<file path="config.mk">
export PLATFORM = sky130hd
export DESIGN_NAME = dffi_top
export DESIGN_NICKNAME = d
export VERILOG_FILES = /design/src/verilog/dffi_pkg.sv /design/src/verilog/dffi_fifo.sv /design/src/verilog/dffi_skid.sv /design/src/verilog/dffi_top.sv
export SDC_FILE = /design/constraint.sdc
export NUM_CORES = 2
export LEC_CHECK = 0
export BUFFER_PORTS_ARGS = -buffer_cell sky130_fd_sc_hd__clkbuf_2
export CORE_MARGIN = 5
export CORE_UTILIZATION = 56
export CTS_BUF_LIST = sky130_fd_sc_hd__clkbuf_16
export CTS_CLUSTER_DIAMETER = 40
export DETAILED_ROUTE_END_ITERATION = 10
export PLACE_DENSITY = 0.7
export SETUP_SLACK_MARGIN = 0.4
export SYNTH_ARGS = -nofsm -noshare
export SYNTH_HDL_FRONTEND = slang
export SYNTH_SLANG_ARGS = --single-unit
</file>
<file path="constraint.sdc">
create_clock -name CLK -period 20.5 [get_ports CLK]
set_clock_uncertainty 0.15 [all_clocks]
set_input_delay 2.05 -clock CLK [delete_from_list [all_inputs] [get_ports CLK]]
set_output_delay 2.05 -clock CLK [all_outputs]
set_load 0.05 [all_outputs]
</file>
<file path="src/verilog/dffi_pkg.sv">
// dffi_pkg: constants and carrier types of the display file fetch interpreter
package dffi_pkg;
	localparam int ADDR_W = 24;
	localparam logic [23:0] PTR_RESET = 24'h000000;
	localparam int FIFO_DEPTH = 256;
	localparam int FIFO_AW = 8;
	localparam logic [8:0] FIFO_FULL = 9'h100;
	localparam int COORD_W = 11;
	localparam int STACK_DEPTH = 4;
	localparam logic [2:0] STACK_FULL = 3'h4;
	// host command codes, first byte of each command
	localparam logic [7:0] CMD_LOAD_ADDR = 8'h01;
	localparam logic [7:0] CMD_RESET = 8'h02;
	localparam logic [7:0] CMD_STOP = 8'h03;
	localparam logic [7:0] CMD_CONTINUE = 8'h04;
	localparam logic [7:0] CMD_IRQ_ACK = 8'h05;
	localparam logic [1:0] LOAD_ADDR_ARGS = 2'h3;
	// native-mode opcode that engages the interpreter
	localparam logic [7:0] NOP_ENTER_INTERP = 8'hf1;
	// graphics-mode flow, switch and move opcodes
	localparam logic [7:0] GOP_END = 8'h00;
	localparam logic [7:0] GOP_GOTO = 8'h01;
	localparam logic [7:0] GOP_GOSUB = 8'h02;
	localparam logic [7:0] GOP_RETURN = 8'h03;
	localparam logic [7:0] GOP_ENTER_NATIVE = 8'h05;
	localparam logic [7:0] GOP_MOVE = 8'h10;
	// operand byte counts after the opcode
	localparam logic [2:0] ADDR_ARGS = 3'h3;
	localparam logic [2:0] COORD_ARGS = 3'h4;
	localparam logic [2:0] SWITCH_ARGS = 3'h4;

	typedef struct packed {
		logic native;
		logic [7:0] data;
	} dffi_insn_t;

	typedef struct packed {
		logic [COORD_W-1:0] x;
		logic [COORD_W-1:0] y;
	} dffi_coord_t;
endpackage

</file>
<file path="src/verilog/dffi_fifo.sv">
// dffi_fifo: 256-byte display file FIFO
`timescale 1ns/100ps
module dffi_fifo (
	// clock and reset
	input wire logic clk,
	input wire logic rst,
	input wire logic flush,
	// fill side
	input wire logic in_valid,
	output logic in_ready,
	input wire logic [7:0] in_data,
	// drain side
	output logic out_valid,
	input wire logic out_ready,
	output logic [7:0] out_data
);
	import dffi_pkg::*;

	logic [7:0] mem [0:FIFO_DEPTH-1];
	logic [FIFO_AW-1:0] wr_ptr;
	logic [FIFO_AW-1:0] rd_ptr;
	logic [FIFO_AW:0] count;
	wire do_wr;
	wire do_rd;

	assign in_ready = (count != FIFO_FULL);
	assign out_valid = (count != 9'h000);
	assign out_data = mem[rd_ptr];
	assign do_wr = in_valid && in_ready;
	assign do_rd = out_valid && out_ready;

	// storage carries no reset; only the pointers matter
	always_ff @(posedge clk) begin
		if (do_wr) begin
			mem[wr_ptr] <= in_data;
		end
	end

	always_ff @(posedge clk) begin
		if (rst || flush) begin
			wr_ptr <= 8'h00;
			rd_ptr <= 8'h00;
			count <= 9'h000;
		end else begin
			wr_ptr <= wr_ptr + 8'(do_wr);
			rd_ptr <= rd_ptr + 8'(do_rd);
			count <= count + 9'(do_wr) - 9'(do_rd);
		end
	end
endmodule // dffi_fifo

</file>
<file path="src/verilog/dffi_skid.sv">
// dffi_skid: two-entry buffer toward the local processor
`timescale 1ns/100ps
module dffi_skid (
	// clock and reset
	input wire logic clk,
	input wire logic rst,
	input wire logic flush,
	// fill side
	input wire logic in_valid,
	output logic in_ready,
	input wire dffi_pkg::dffi_insn_t in_data,
	// drain side
	output logic out_valid,
	input wire logic out_ready,
	output dffi_pkg::dffi_insn_t out_data
);
	import dffi_pkg::*;

	dffi_insn_t slot1;
	logic [1:0] cnt;
	wire push;
	wire pop;

	assign in_ready = (cnt != 2'h2);
	assign out_valid = (cnt != 2'h0);
	assign push = in_valid && in_ready;
	assign pop = out_valid && out_ready;

	always_ff @(posedge clk) begin
		if (rst || flush) begin
			cnt <= 2'h0;
			out_data <= '0;
			slot1 <= '0;
		end else begin
			cnt <= cnt + 2'(push) - 2'(pop);
			if (pop) begin
				out_data <= (cnt == 2'h2) ? slot1 : in_data;
			end else if (push && cnt == 2'h0) begin
				out_data <= in_data;
			end
			if (push && (cnt == 2'h2 || (cnt == 2'h1 && !pop))) begin
				slot1 <= in_data;
			end
		end
	end
endmodule // dffi_skid

</file>
<file path="src/verilog/dffi_top.sv">
// dffi_top: display file fetch, decode and host command front end
`timescale 1ns/100ps
module dffi_top (
	// clock and reset
	input wire logic CLK,
	input wire logic SYS_RST,
	// mode strap, high for bus master
	input wire logic MASTER_MODE,
	// host command port
	input wire logic CMD_WR,
	input wire logic CMD_DATA_SEL,
	input wire logic [7:0] CMD_DATA,
	output logic CMD_READY,
	output logic IRQ,
	// system bus master side
	output logic BUS_REQ,
	input wire logic BUS_GRANT,
	output logic BUS_RD,
	output logic [dffi_pkg::ADDR_W-1:0] BUS_ADDR,
	input wire logic BUS_ACK,
	input wire logic [7:0] BUS_RDATA,
	// local processor side
	output logic INSN_VALID,
	input wire logic INSN_READY,
	output dffi_pkg::dffi_insn_t INSN,
	input wire logic EXEC_BUSY,
	output dffi_pkg::dffi_coord_t COORD,
	output logic COORD_VALID,
	output logic RUNNING
);
	import dffi_pkg::*;

	typedef enum logic [1:0] {F_IDLE, F_REQ, F_RD} dffi_fetch_t;
	typedef enum logic [2:0] {P_NONE, P_GOTO, P_GOSUB, P_MOVE, P_GFX, P_NAT} dffi_pend_t;

	// mode and run state
	logic master;
	logic halted;
	logic file_run;
	logic native;
	logic [ADDR_W-1:0] ptr;
	dffi_fetch_t fstate;
	dffi_fetch_t next_fstate;

	// host command parsing
	logic [1:0] ld_args;
	logic [15:0] ld_sh;

	// instruction decode
	logic [2:0] args;
	dffi_pend_t pend;
	logic [23:0] arg_sh;
	logic [ADDR_W-1:0] stack [0:STACK_DEPTH-1];
	logic [2:0] sp;

	// interrupt sources
	logic irq_done;
	logic irq_empty;
	logic empty_q;

	// host command decode
	wire cmd_ctl;
	wire cmd_dat;
	wire ctl_op;
	wire ctl_arg;
	wire soft_rst;
	wire c_load;
	wire c_stop;
	wire c_cont;
	wire c_ack;
	wire ld_done;
	wire [ADDR_W-1:0] ld_addr;

	assign cmd_ctl = CMD_WR && !CMD_DATA_SEL;
	assign cmd_dat = CMD_WR && CMD_DATA_SEL && !master;
	assign ctl_arg = cmd_ctl && (ld_args != 2'h0);
	assign ctl_op = cmd_ctl && (ld_args == 2'h0);
	assign soft_rst = ctl_op && (CMD_DATA == CMD_RESET);
	assign c_load = ctl_op && (CMD_DATA == CMD_LOAD_ADDR);
	assign c_stop = ctl_op && (CMD_DATA == CMD_STOP);
	assign c_cont = ctl_op && (CMD_DATA == CMD_CONTINUE);
	assign c_ack = ctl_op && (CMD_DATA == CMD_IRQ_ACK);
	assign ld_done = ctl_arg && (ld_args == 2'h1);
	assign ld_addr = {ld_sh, CMD_DATA};

	// run gate
	wire go;

	assign go = !halted && (!master || file_run);
	assign RUNNING = go;

	// fifo and fetch wiring
	wire fifo_in_valid;
	wire fifo_in_ready;
	wire [7:0] fifo_in_data;
	wire fifo_out_valid;
	wire [7:0] fifo_out_data;
	wire fetch_wr;
	wire fetch_start;
	wire skid_ready;
	wire pop;

	assign fetch_wr = (fstate == F_RD) && BUS_ACK;
	assign fifo_in_valid = master ? fetch_wr : cmd_dat;
	assign fifo_in_data = master ? BUS_RDATA : CMD_DATA;
	// host data bytes in master mode are swallowed, never stalled
	assign CMD_READY = !CMD_DATA_SEL || master || fifo_in_ready;
	// one byte in flight keeps jumps coherent with the fetch pointer
	assign fetch_start = master && go && !fifo_out_valid && !EXEC_BUSY;
	assign pop = fifo_out_valid && go && skid_ready;

	dffi_fifo u_fifo (
		.clk(CLK),
		.rst(SYS_RST),
		.flush(soft_rst),
		.in_valid(fifo_in_valid),
		.in_ready(fifo_in_ready),
		.in_data(fifo_in_data),
		.out_valid(fifo_out_valid),
		.out_ready(pop),
		.out_data(fifo_out_data)
	);

	dffi_skid u_skid (
		.clk(CLK),
		.rst(SYS_RST),
		.flush(soft_rst),
		.in_valid(pop),
		.in_ready(skid_ready),
		.in_data(dffi_insn_t'{native: native, data: fifo_out_data}),
		.out_valid(INSN_VALID),
		.out_ready(INSN_READY),
		.out_data(INSN)
	);

	// instruction decode
	wire dec_op;
	wire dec_arg;
	wire arg_last;
	wire [31:0] full_arg;
	wire op_interp;
	wire op_native;
	wire op_end;
	wire op_ret;
	wire op_goto;
	wire op_gosub;
	wire op_move;
	wire do_pop;
	wire file_done;
	wire do_jump;
	wire do_push;
	wire [1:0] sp_top;

	assign dec_op = pop && (args == 3'h0);
	assign dec_arg = pop && (args != 3'h0);
	assign arg_last = dec_arg && (args == 3'h1);
	assign full_arg = {arg_sh, fifo_out_data};
	assign op_interp = dec_op && native && (fifo_out_data == NOP_ENTER_INTERP);
	assign op_native = dec_op && !native && (fifo_out_data == GOP_ENTER_NATIVE);
	assign op_end = dec_op && !native && (fifo_out_data == GOP_END);
	assign op_ret = dec_op && !native && (fifo_out_data == GOP_RETURN);
	assign op_goto = dec_op && !native && (fifo_out_data == GOP_GOTO);
	assign op_gosub = dec_op && !native && (fifo_out_data == GOP_GOSUB);
	assign op_move = dec_op && !native && (fifo_out_data == GOP_MOVE);
	assign sp_top = 2'(sp - 3'h1);
	assign do_pop = (op_end || op_ret) && (sp != 3'h0);
	assign file_done = op_end && (sp == 3'h0);
	assign do_jump = arg_last && (pend == P_GOTO || pend == P_GOSUB);
	// a call beyond the stack depth still jumps but cannot return
	assign do_push = arg_last && (pend == P_GOSUB) && (sp != STACK_FULL);

	// pointer priority: reset, host load, jump, return, fetch step
	wire [ADDR_W-1:0] next_ptr;

	assign next_ptr = soft_rst ? PTR_RESET :
		ld_done ? ld_addr :
		do_jump ? full_arg[ADDR_W-1:0] :
		do_pop ? stack[sp_top] :
		fetch_wr ? ptr + 24'h000001 :
		ptr;

	// fetch sequencer: request, win, read, release for each byte
	always_comb begin
		next_fstate = fstate;
		case (fstate)
			F_IDLE: begin
				if (fetch_start) begin
					next_fstate = F_REQ;
				end
			end
			F_REQ: begin
				if (!go) begin
					next_fstate = F_IDLE;
				end else if (BUS_GRANT) begin
					next_fstate = F_RD;
				end
			end
			F_RD: begin
				if (BUS_ACK) begin
					next_fstate = F_IDLE;
				end
			end
			default: begin
				next_fstate = F_IDLE;
			end
		endcase
	end

	assign BUS_REQ = (fstate != F_IDLE);
	assign BUS_RD = (fstate == F_RD);
	assign BUS_ADDR = ptr;

	always_ff @(posedge CLK) begin
		if (SYS_RST || soft_rst) begin
			fstate <= F_IDLE;
			ptr <= PTR_RESET;
		end else begin
			fstate <= next_fstate;
			ptr <= next_ptr;
		end
	end

	// strap is sampled while reset is held, then frozen
	always_ff @(posedge CLK) begin
		if (SYS_RST) begin
			master <= MASTER_MODE;
		end
	end

	// host command state
	always_ff @(posedge CLK) begin
		if (SYS_RST || soft_rst) begin
			ld_args <= 2'h0;
			ld_sh <= 16'h0000;
			halted <= 1'b0;
			file_run <= 1'b0;
		end else begin
			if (c_load) begin
				ld_args <= LOAD_ADDR_ARGS;
			end else if (ctl_arg) begin
				ld_args <= ld_args - 2'h1;
				ld_sh <= {ld_sh[7:0], CMD_DATA};
			end
			if (c_stop) begin
				halted <= 1'b1;
			end else if (c_cont) begin
				halted <= 1'b0;
			end
			if (c_cont) begin
				file_run <= 1'b1;
			end else if (file_done) begin
				file_run <= 1'b0;
			end
		end
	end

	// decode state and interpretation mode
	always_ff @(posedge CLK) begin
		if (SYS_RST || soft_rst) begin
			args <= 3'h0;
			pend <= P_NONE;
			arg_sh <= 24'h000000;
			native <= 1'b1;
			sp <= 3'h0;
		end else begin
			if (dec_arg) begin
				args <= args - 3'h1;
				arg_sh <= full_arg[23:0];
			end else if (op_interp) begin
				args <= SWITCH_ARGS;
				pend <= P_GFX;
			end else if (op_native) begin
				args <= SWITCH_ARGS;
				pend <= P_NAT;
			end else if (op_goto || op_gosub) begin
				args <= ADDR_ARGS;
				pend <= op_goto ? P_GOTO : P_GOSUB;
			end else if (op_move) begin
				args <= COORD_ARGS;
				pend <= P_MOVE;
			end
			if (arg_last && pend == P_GFX) begin
				native <= 1'b0;
			end else if (arg_last && pend == P_NAT) begin
				native <= 1'b1;
			end
			if (do_push) begin
				sp <= sp + 3'h1;
			end else if (do_pop) begin
				sp <= sp - 3'h1;
			end
		end
	end

	// return addresses; ptr already points past the operands
	always_ff @(posedge CLK) begin
		if (do_push) begin
			stack[sp[1:0]] <= ptr;
		end
	end

	// coordinates: low byte first, upper five bits dropped
	always_ff @(posedge CLK) begin
		if (SYS_RST || soft_rst) begin
			COORD <= '0;
			COORD_VALID <= 1'b0;
		end else begin
			COORD_VALID <= arg_last && (pend == P_MOVE);
			if (arg_last && pend == P_MOVE) begin
				COORD.x <= {full_arg[18:16], full_arg[31:24]};
				COORD.y <= {full_arg[2:0], full_arg[15:8]};
			end
		end
	end

	// sticky interrupt causes; a new event beats the acknowledge
	always_ff @(posedge CLK) begin
		if (SYS_RST || soft_rst) begin
			irq_done <= 1'b0;
			irq_empty <= 1'b0;
			empty_q <= 1'b1;
		end else begin
			empty_q <= !fifo_out_valid;
			if (file_done) begin
				irq_done <= 1'b1;
			end else if (c_ack) begin
				irq_done <= 1'b0;
			end
			if (!master && !fifo_out_valid && !empty_q) begin
				irq_empty <= 1'b1;
			end else if (c_ack) begin
				irq_empty <= 1'b0;
			end
		end
	end

	assign IRQ = irq_done || irq_empty;
endmodule // dffi_top
</file>
==> results.toml <==
[run_status]
outcome = "complete, but fails checks"
violations = "max-capacitance violations, max-slew violations"

[routing]
vias = 50200
drt_iter0_markers = 7813
drt_pre_antenna_iters = 6
routed_via_density = 6.70
wl_um = 254000
wl_per_cell_um = 33.9
drc = 0
ant_nets = 0

[power]
p_seq_share_pct = 43.6
power.total_w = 0.0121
switching_share_pct = 26.2
leakage_nw = 32.3
intPower_w = 0.00891
p_clk_share_pct = 40.9
ir_worst_vdd_mv = 0.0914
p_per_area_mw_per_mm2 = 117
p_sw_w = 0.00316
power_frac_comb_pct = 15.5

[layout]
instances_no_fill = 7489
n_fill_cell = 10900
design_area_sq_mm = 0.103
area_delta_synth_final_pct = 13.2
nNetsFinal = 5150
drive_gt1_share_pct = 22.7

[sta]
rsz0062_at_grt = "false"
finalCritPeriodShare_pct = 39.5
setup_viol = 0
maxSlewHeadroom_pct = -5.86
finalMaxSlewViolations = 2
min_period_ns = 8.10
worst_pin_slew_ns = 1.55
hold_viol_final = 0
fin_setup_tns_ns = 0
fmax_mhz = 124

[yosys]
synth_top_family_by_area = "multiplexers"
synth_fa_ha_area_share_pct = 0.434
synth_cell_type_count = 87
ys_ff_latch = 2296
synth_xor_area_share_pct = 0.462
async_flop_share_pct = 0
synth_mux_area_share_pct = 14.6
synth_area_sq_mm = 0.0910
yosys-top-cells-count = "edfxtp_1, mux4_2, nor2_1, nand2_1, mux2i_1"
yosysTopAreaCell = "edfxtp_1"
yosysSeqAreaShare_pct = 74.1
synthSimpleGateAreaFrac_pct = 4.50
yosysTopAreaCellShare_pct = 70.8
synth_compound_area_share_pct = 4.02
synth_nets = 4946
synth_edf_count = 2145
yosysMostFrequentCell = "edfxtp_1"
syn_area_per_cell_sq_um = 18.6
synth_ff_type = "edfxtp_1"
yosys_warnings = 0
synthCells = 4890
yosys-top-cells-area = "edfxtp_1, mux4_2, dfxtp_1, mux2i_1, nor2_1"

[global_route]
gr-usage-all-layers_pct = 29.9
grt_overflow = 0
grt_pass1_wl_um = 361000
antenna_found_initial = 7
grt_max_degree = 150
grt_pass1_vias = 48600

[clock_tree]
hold_buffers = 0
clock_latency_ns = 0.94
cts_made_buffers = 294
clk_pin_slew_ns = 0.06
cts.repair.resized = 0
clockBufferDepth = 4
ctsHtreeMaxLevel = 5
cts_sinks = 2296
post_cts_buffers = 0
tritoncts = "done"
cts_root_buf = "clkbuf_16"

[min_path]
hold_path_class = "reg2reg"

[critical_path]
cp-start-kind = "flop"
crit_path_frequent_cell = "buf_4"
slowest_delay_ns = 0.90
cpMaxStageDelayCell = "nor4_1"
crit_type = "reg2reg"
crit_path_max_fanout = 94
critPathRequiredTime_ns = 21.16
cp.arrival_ns = 8.75
path_cells = "buf_12 -> buf_4 -> buf_4 -> clkinv_1 -> buf_4 -> mux2_2 -> a22oi_1 -> nor2_1 -> nor4_1 -> o32ai_2 -> buf_4 -> xnor2_1 -> nor4_4 -> buf_4 -> or2_2 -> o21ai_0 -> a31oi_2"
critPathCaptureType = "flop"

[placed_design]
place_congestion = 0.917
place_area_sq_mm = 0.0936
portBuffers = 86
hpwl_um = 153000
place_inst = 6973

[die]
io_pins = 87
dieWidth_um = 413
die_area_sq_mm = 0.171
placementRows = 148
start_util_pct = 56.1
coreArea_sq_mm = 0.162
dieHeight_um = 413

[job]
maxCapViolations = 1
==> metrics by stage <==
stage               worst slack (ns)  util (%)  hold WS, ns
floorplan                       6.14         -        0.281
global placement               12.50      57.7        0.291
detailed placement             12.39      57.7        0.297
CTS                            12.40      63.5        0.305
global route                   11.91      63.5        0.322
finish                         12.40      63.5        0.305
==> layout make-up <==
cell class                 instances  area, sq um  share of cell area [%]
multi-input combinational       2267        22000                    21.4
clock buffer                     302         7560                    7.33
tap                             2175         2720                    2.64
inverter                          41          155                   0.151
sequential                      2296        67500                    65.5
timing repair buffer             194         1290                    1.25
clock inverter                   208         1830                    1.77
antenna                            6         15.0                  0.0146
==> routing by layer <==
metal	share of wire, %	GRT usage, %	routed length (um)
met1	37	41.6	93400
met2	46	44.9	116000
met3	12	7.92	30700
met4	5.3	13.5	13500
met5	0.015	0	38
==> power by group through the flow <==
stage	registers, W	logic [W]	clock network (W)
final	0.00527	0.00187	0.00494
after global routing	0.00527	0.00196	0.00521
after CTS	0.00527	0.00186	0.00498
after detailed placement	0.00536	0.00185	0
after global placement	0.00536	0.00183	0
after floorplan	0.00536	0.00133	0
==> path summary, 6_finish.rpt <==
path	from	to	slack [ns]	cells past startpoint
max	u_fifo.rd_ptr[0]$_SDFF_PP0_	BUS_ADDR[20]$_SDFFE_PP0P_	12.40	17
min	COORD[6]$_SDFFE_PP0P_	COORD[6]$_SDFFE_PP0P_	0.31	2
max reg2reg	u_fifo.rd_ptr[0]$_SDFF_PP0_	BUS_ADDR[20]$_SDFFE_PP0P_	12.40	17
min reg2reg	COORD[6]$_SDFFE_PP0P_	COORD[6]$_SDFFE_PP0P_	0.31	2
==> flip-flops by register name, indices dropped and copies added (netlist names), 2 cells and up <==
register / count
stack: 96
ld_sh: 16
sp: 3
args: 3
BUS_ADDR: 24
ld_args: 2
COORD: 22
u_fifo.rd_ptr: 8
u_fifo.mem: 2048
u_fifo.wr_ptr: 8
u_skid.out_data: 9
fstate: 2
u_fifo.count: 9
u_skid.slot1: 9
u_skid.cnt: 2
pend: 3
arg_sh: 24
==> logic make-up (layout without fill, tap and decap cells) <==
group | count (synthesis) | in the layout
compound gates | 529 | 529
xor+xnor | 48 | 48
fa+ha+maj | 31 | 31
buf+inv | 327 | 745
flops | 2296 | 2296
mux | 731 | 731
other cells | 0 | 6
simple gates | 928 | 928
==> layout by cell type (no fill, tap or decap), types with 27 or more instances in the layout <==
master / Yosys / final
dfxtp_1: 151 / 143
a22oi_1: 79 / 79
clkinv_1: 2 / 38
buf_4: 39 / 104
a221oi_1: 28 / 28
o21ai_0: 42 / 41
mux4_2: 469 / 469
inv_1: 39 / 71
clkbuf_16: 0 / 302
edfxtp_1: 2145 / 2145
nand2_1: 303 / 303
nand3_1: 54 / 54
ha_1: 30 / 30
inv_6: 0 / 32
a21oi_1: 160 / 159
mux2i_1: 205 / 205
clkbuf_2: 0 / 86
nor2_1: 375 / 372
mux2_2: 44 / 37
clkinv_2: 0 / 32
a211oi_1: 30 / 30
xnor2_1: 27 / 27
==> worst max-delay path, delay by kind of cell, from the launching register on <==
kind                   cells  cell delay [ns]
AO/OA/AOI/OAI              4             0.72
XOR/XNOR                   1             0.19
buffers and inverters      7             3.85
flip-flops                 1             0.84
multiplexers               1             0.31
AND/OR/NAND/NOR            4             1.78
Power figures use the tool's default switching activity.
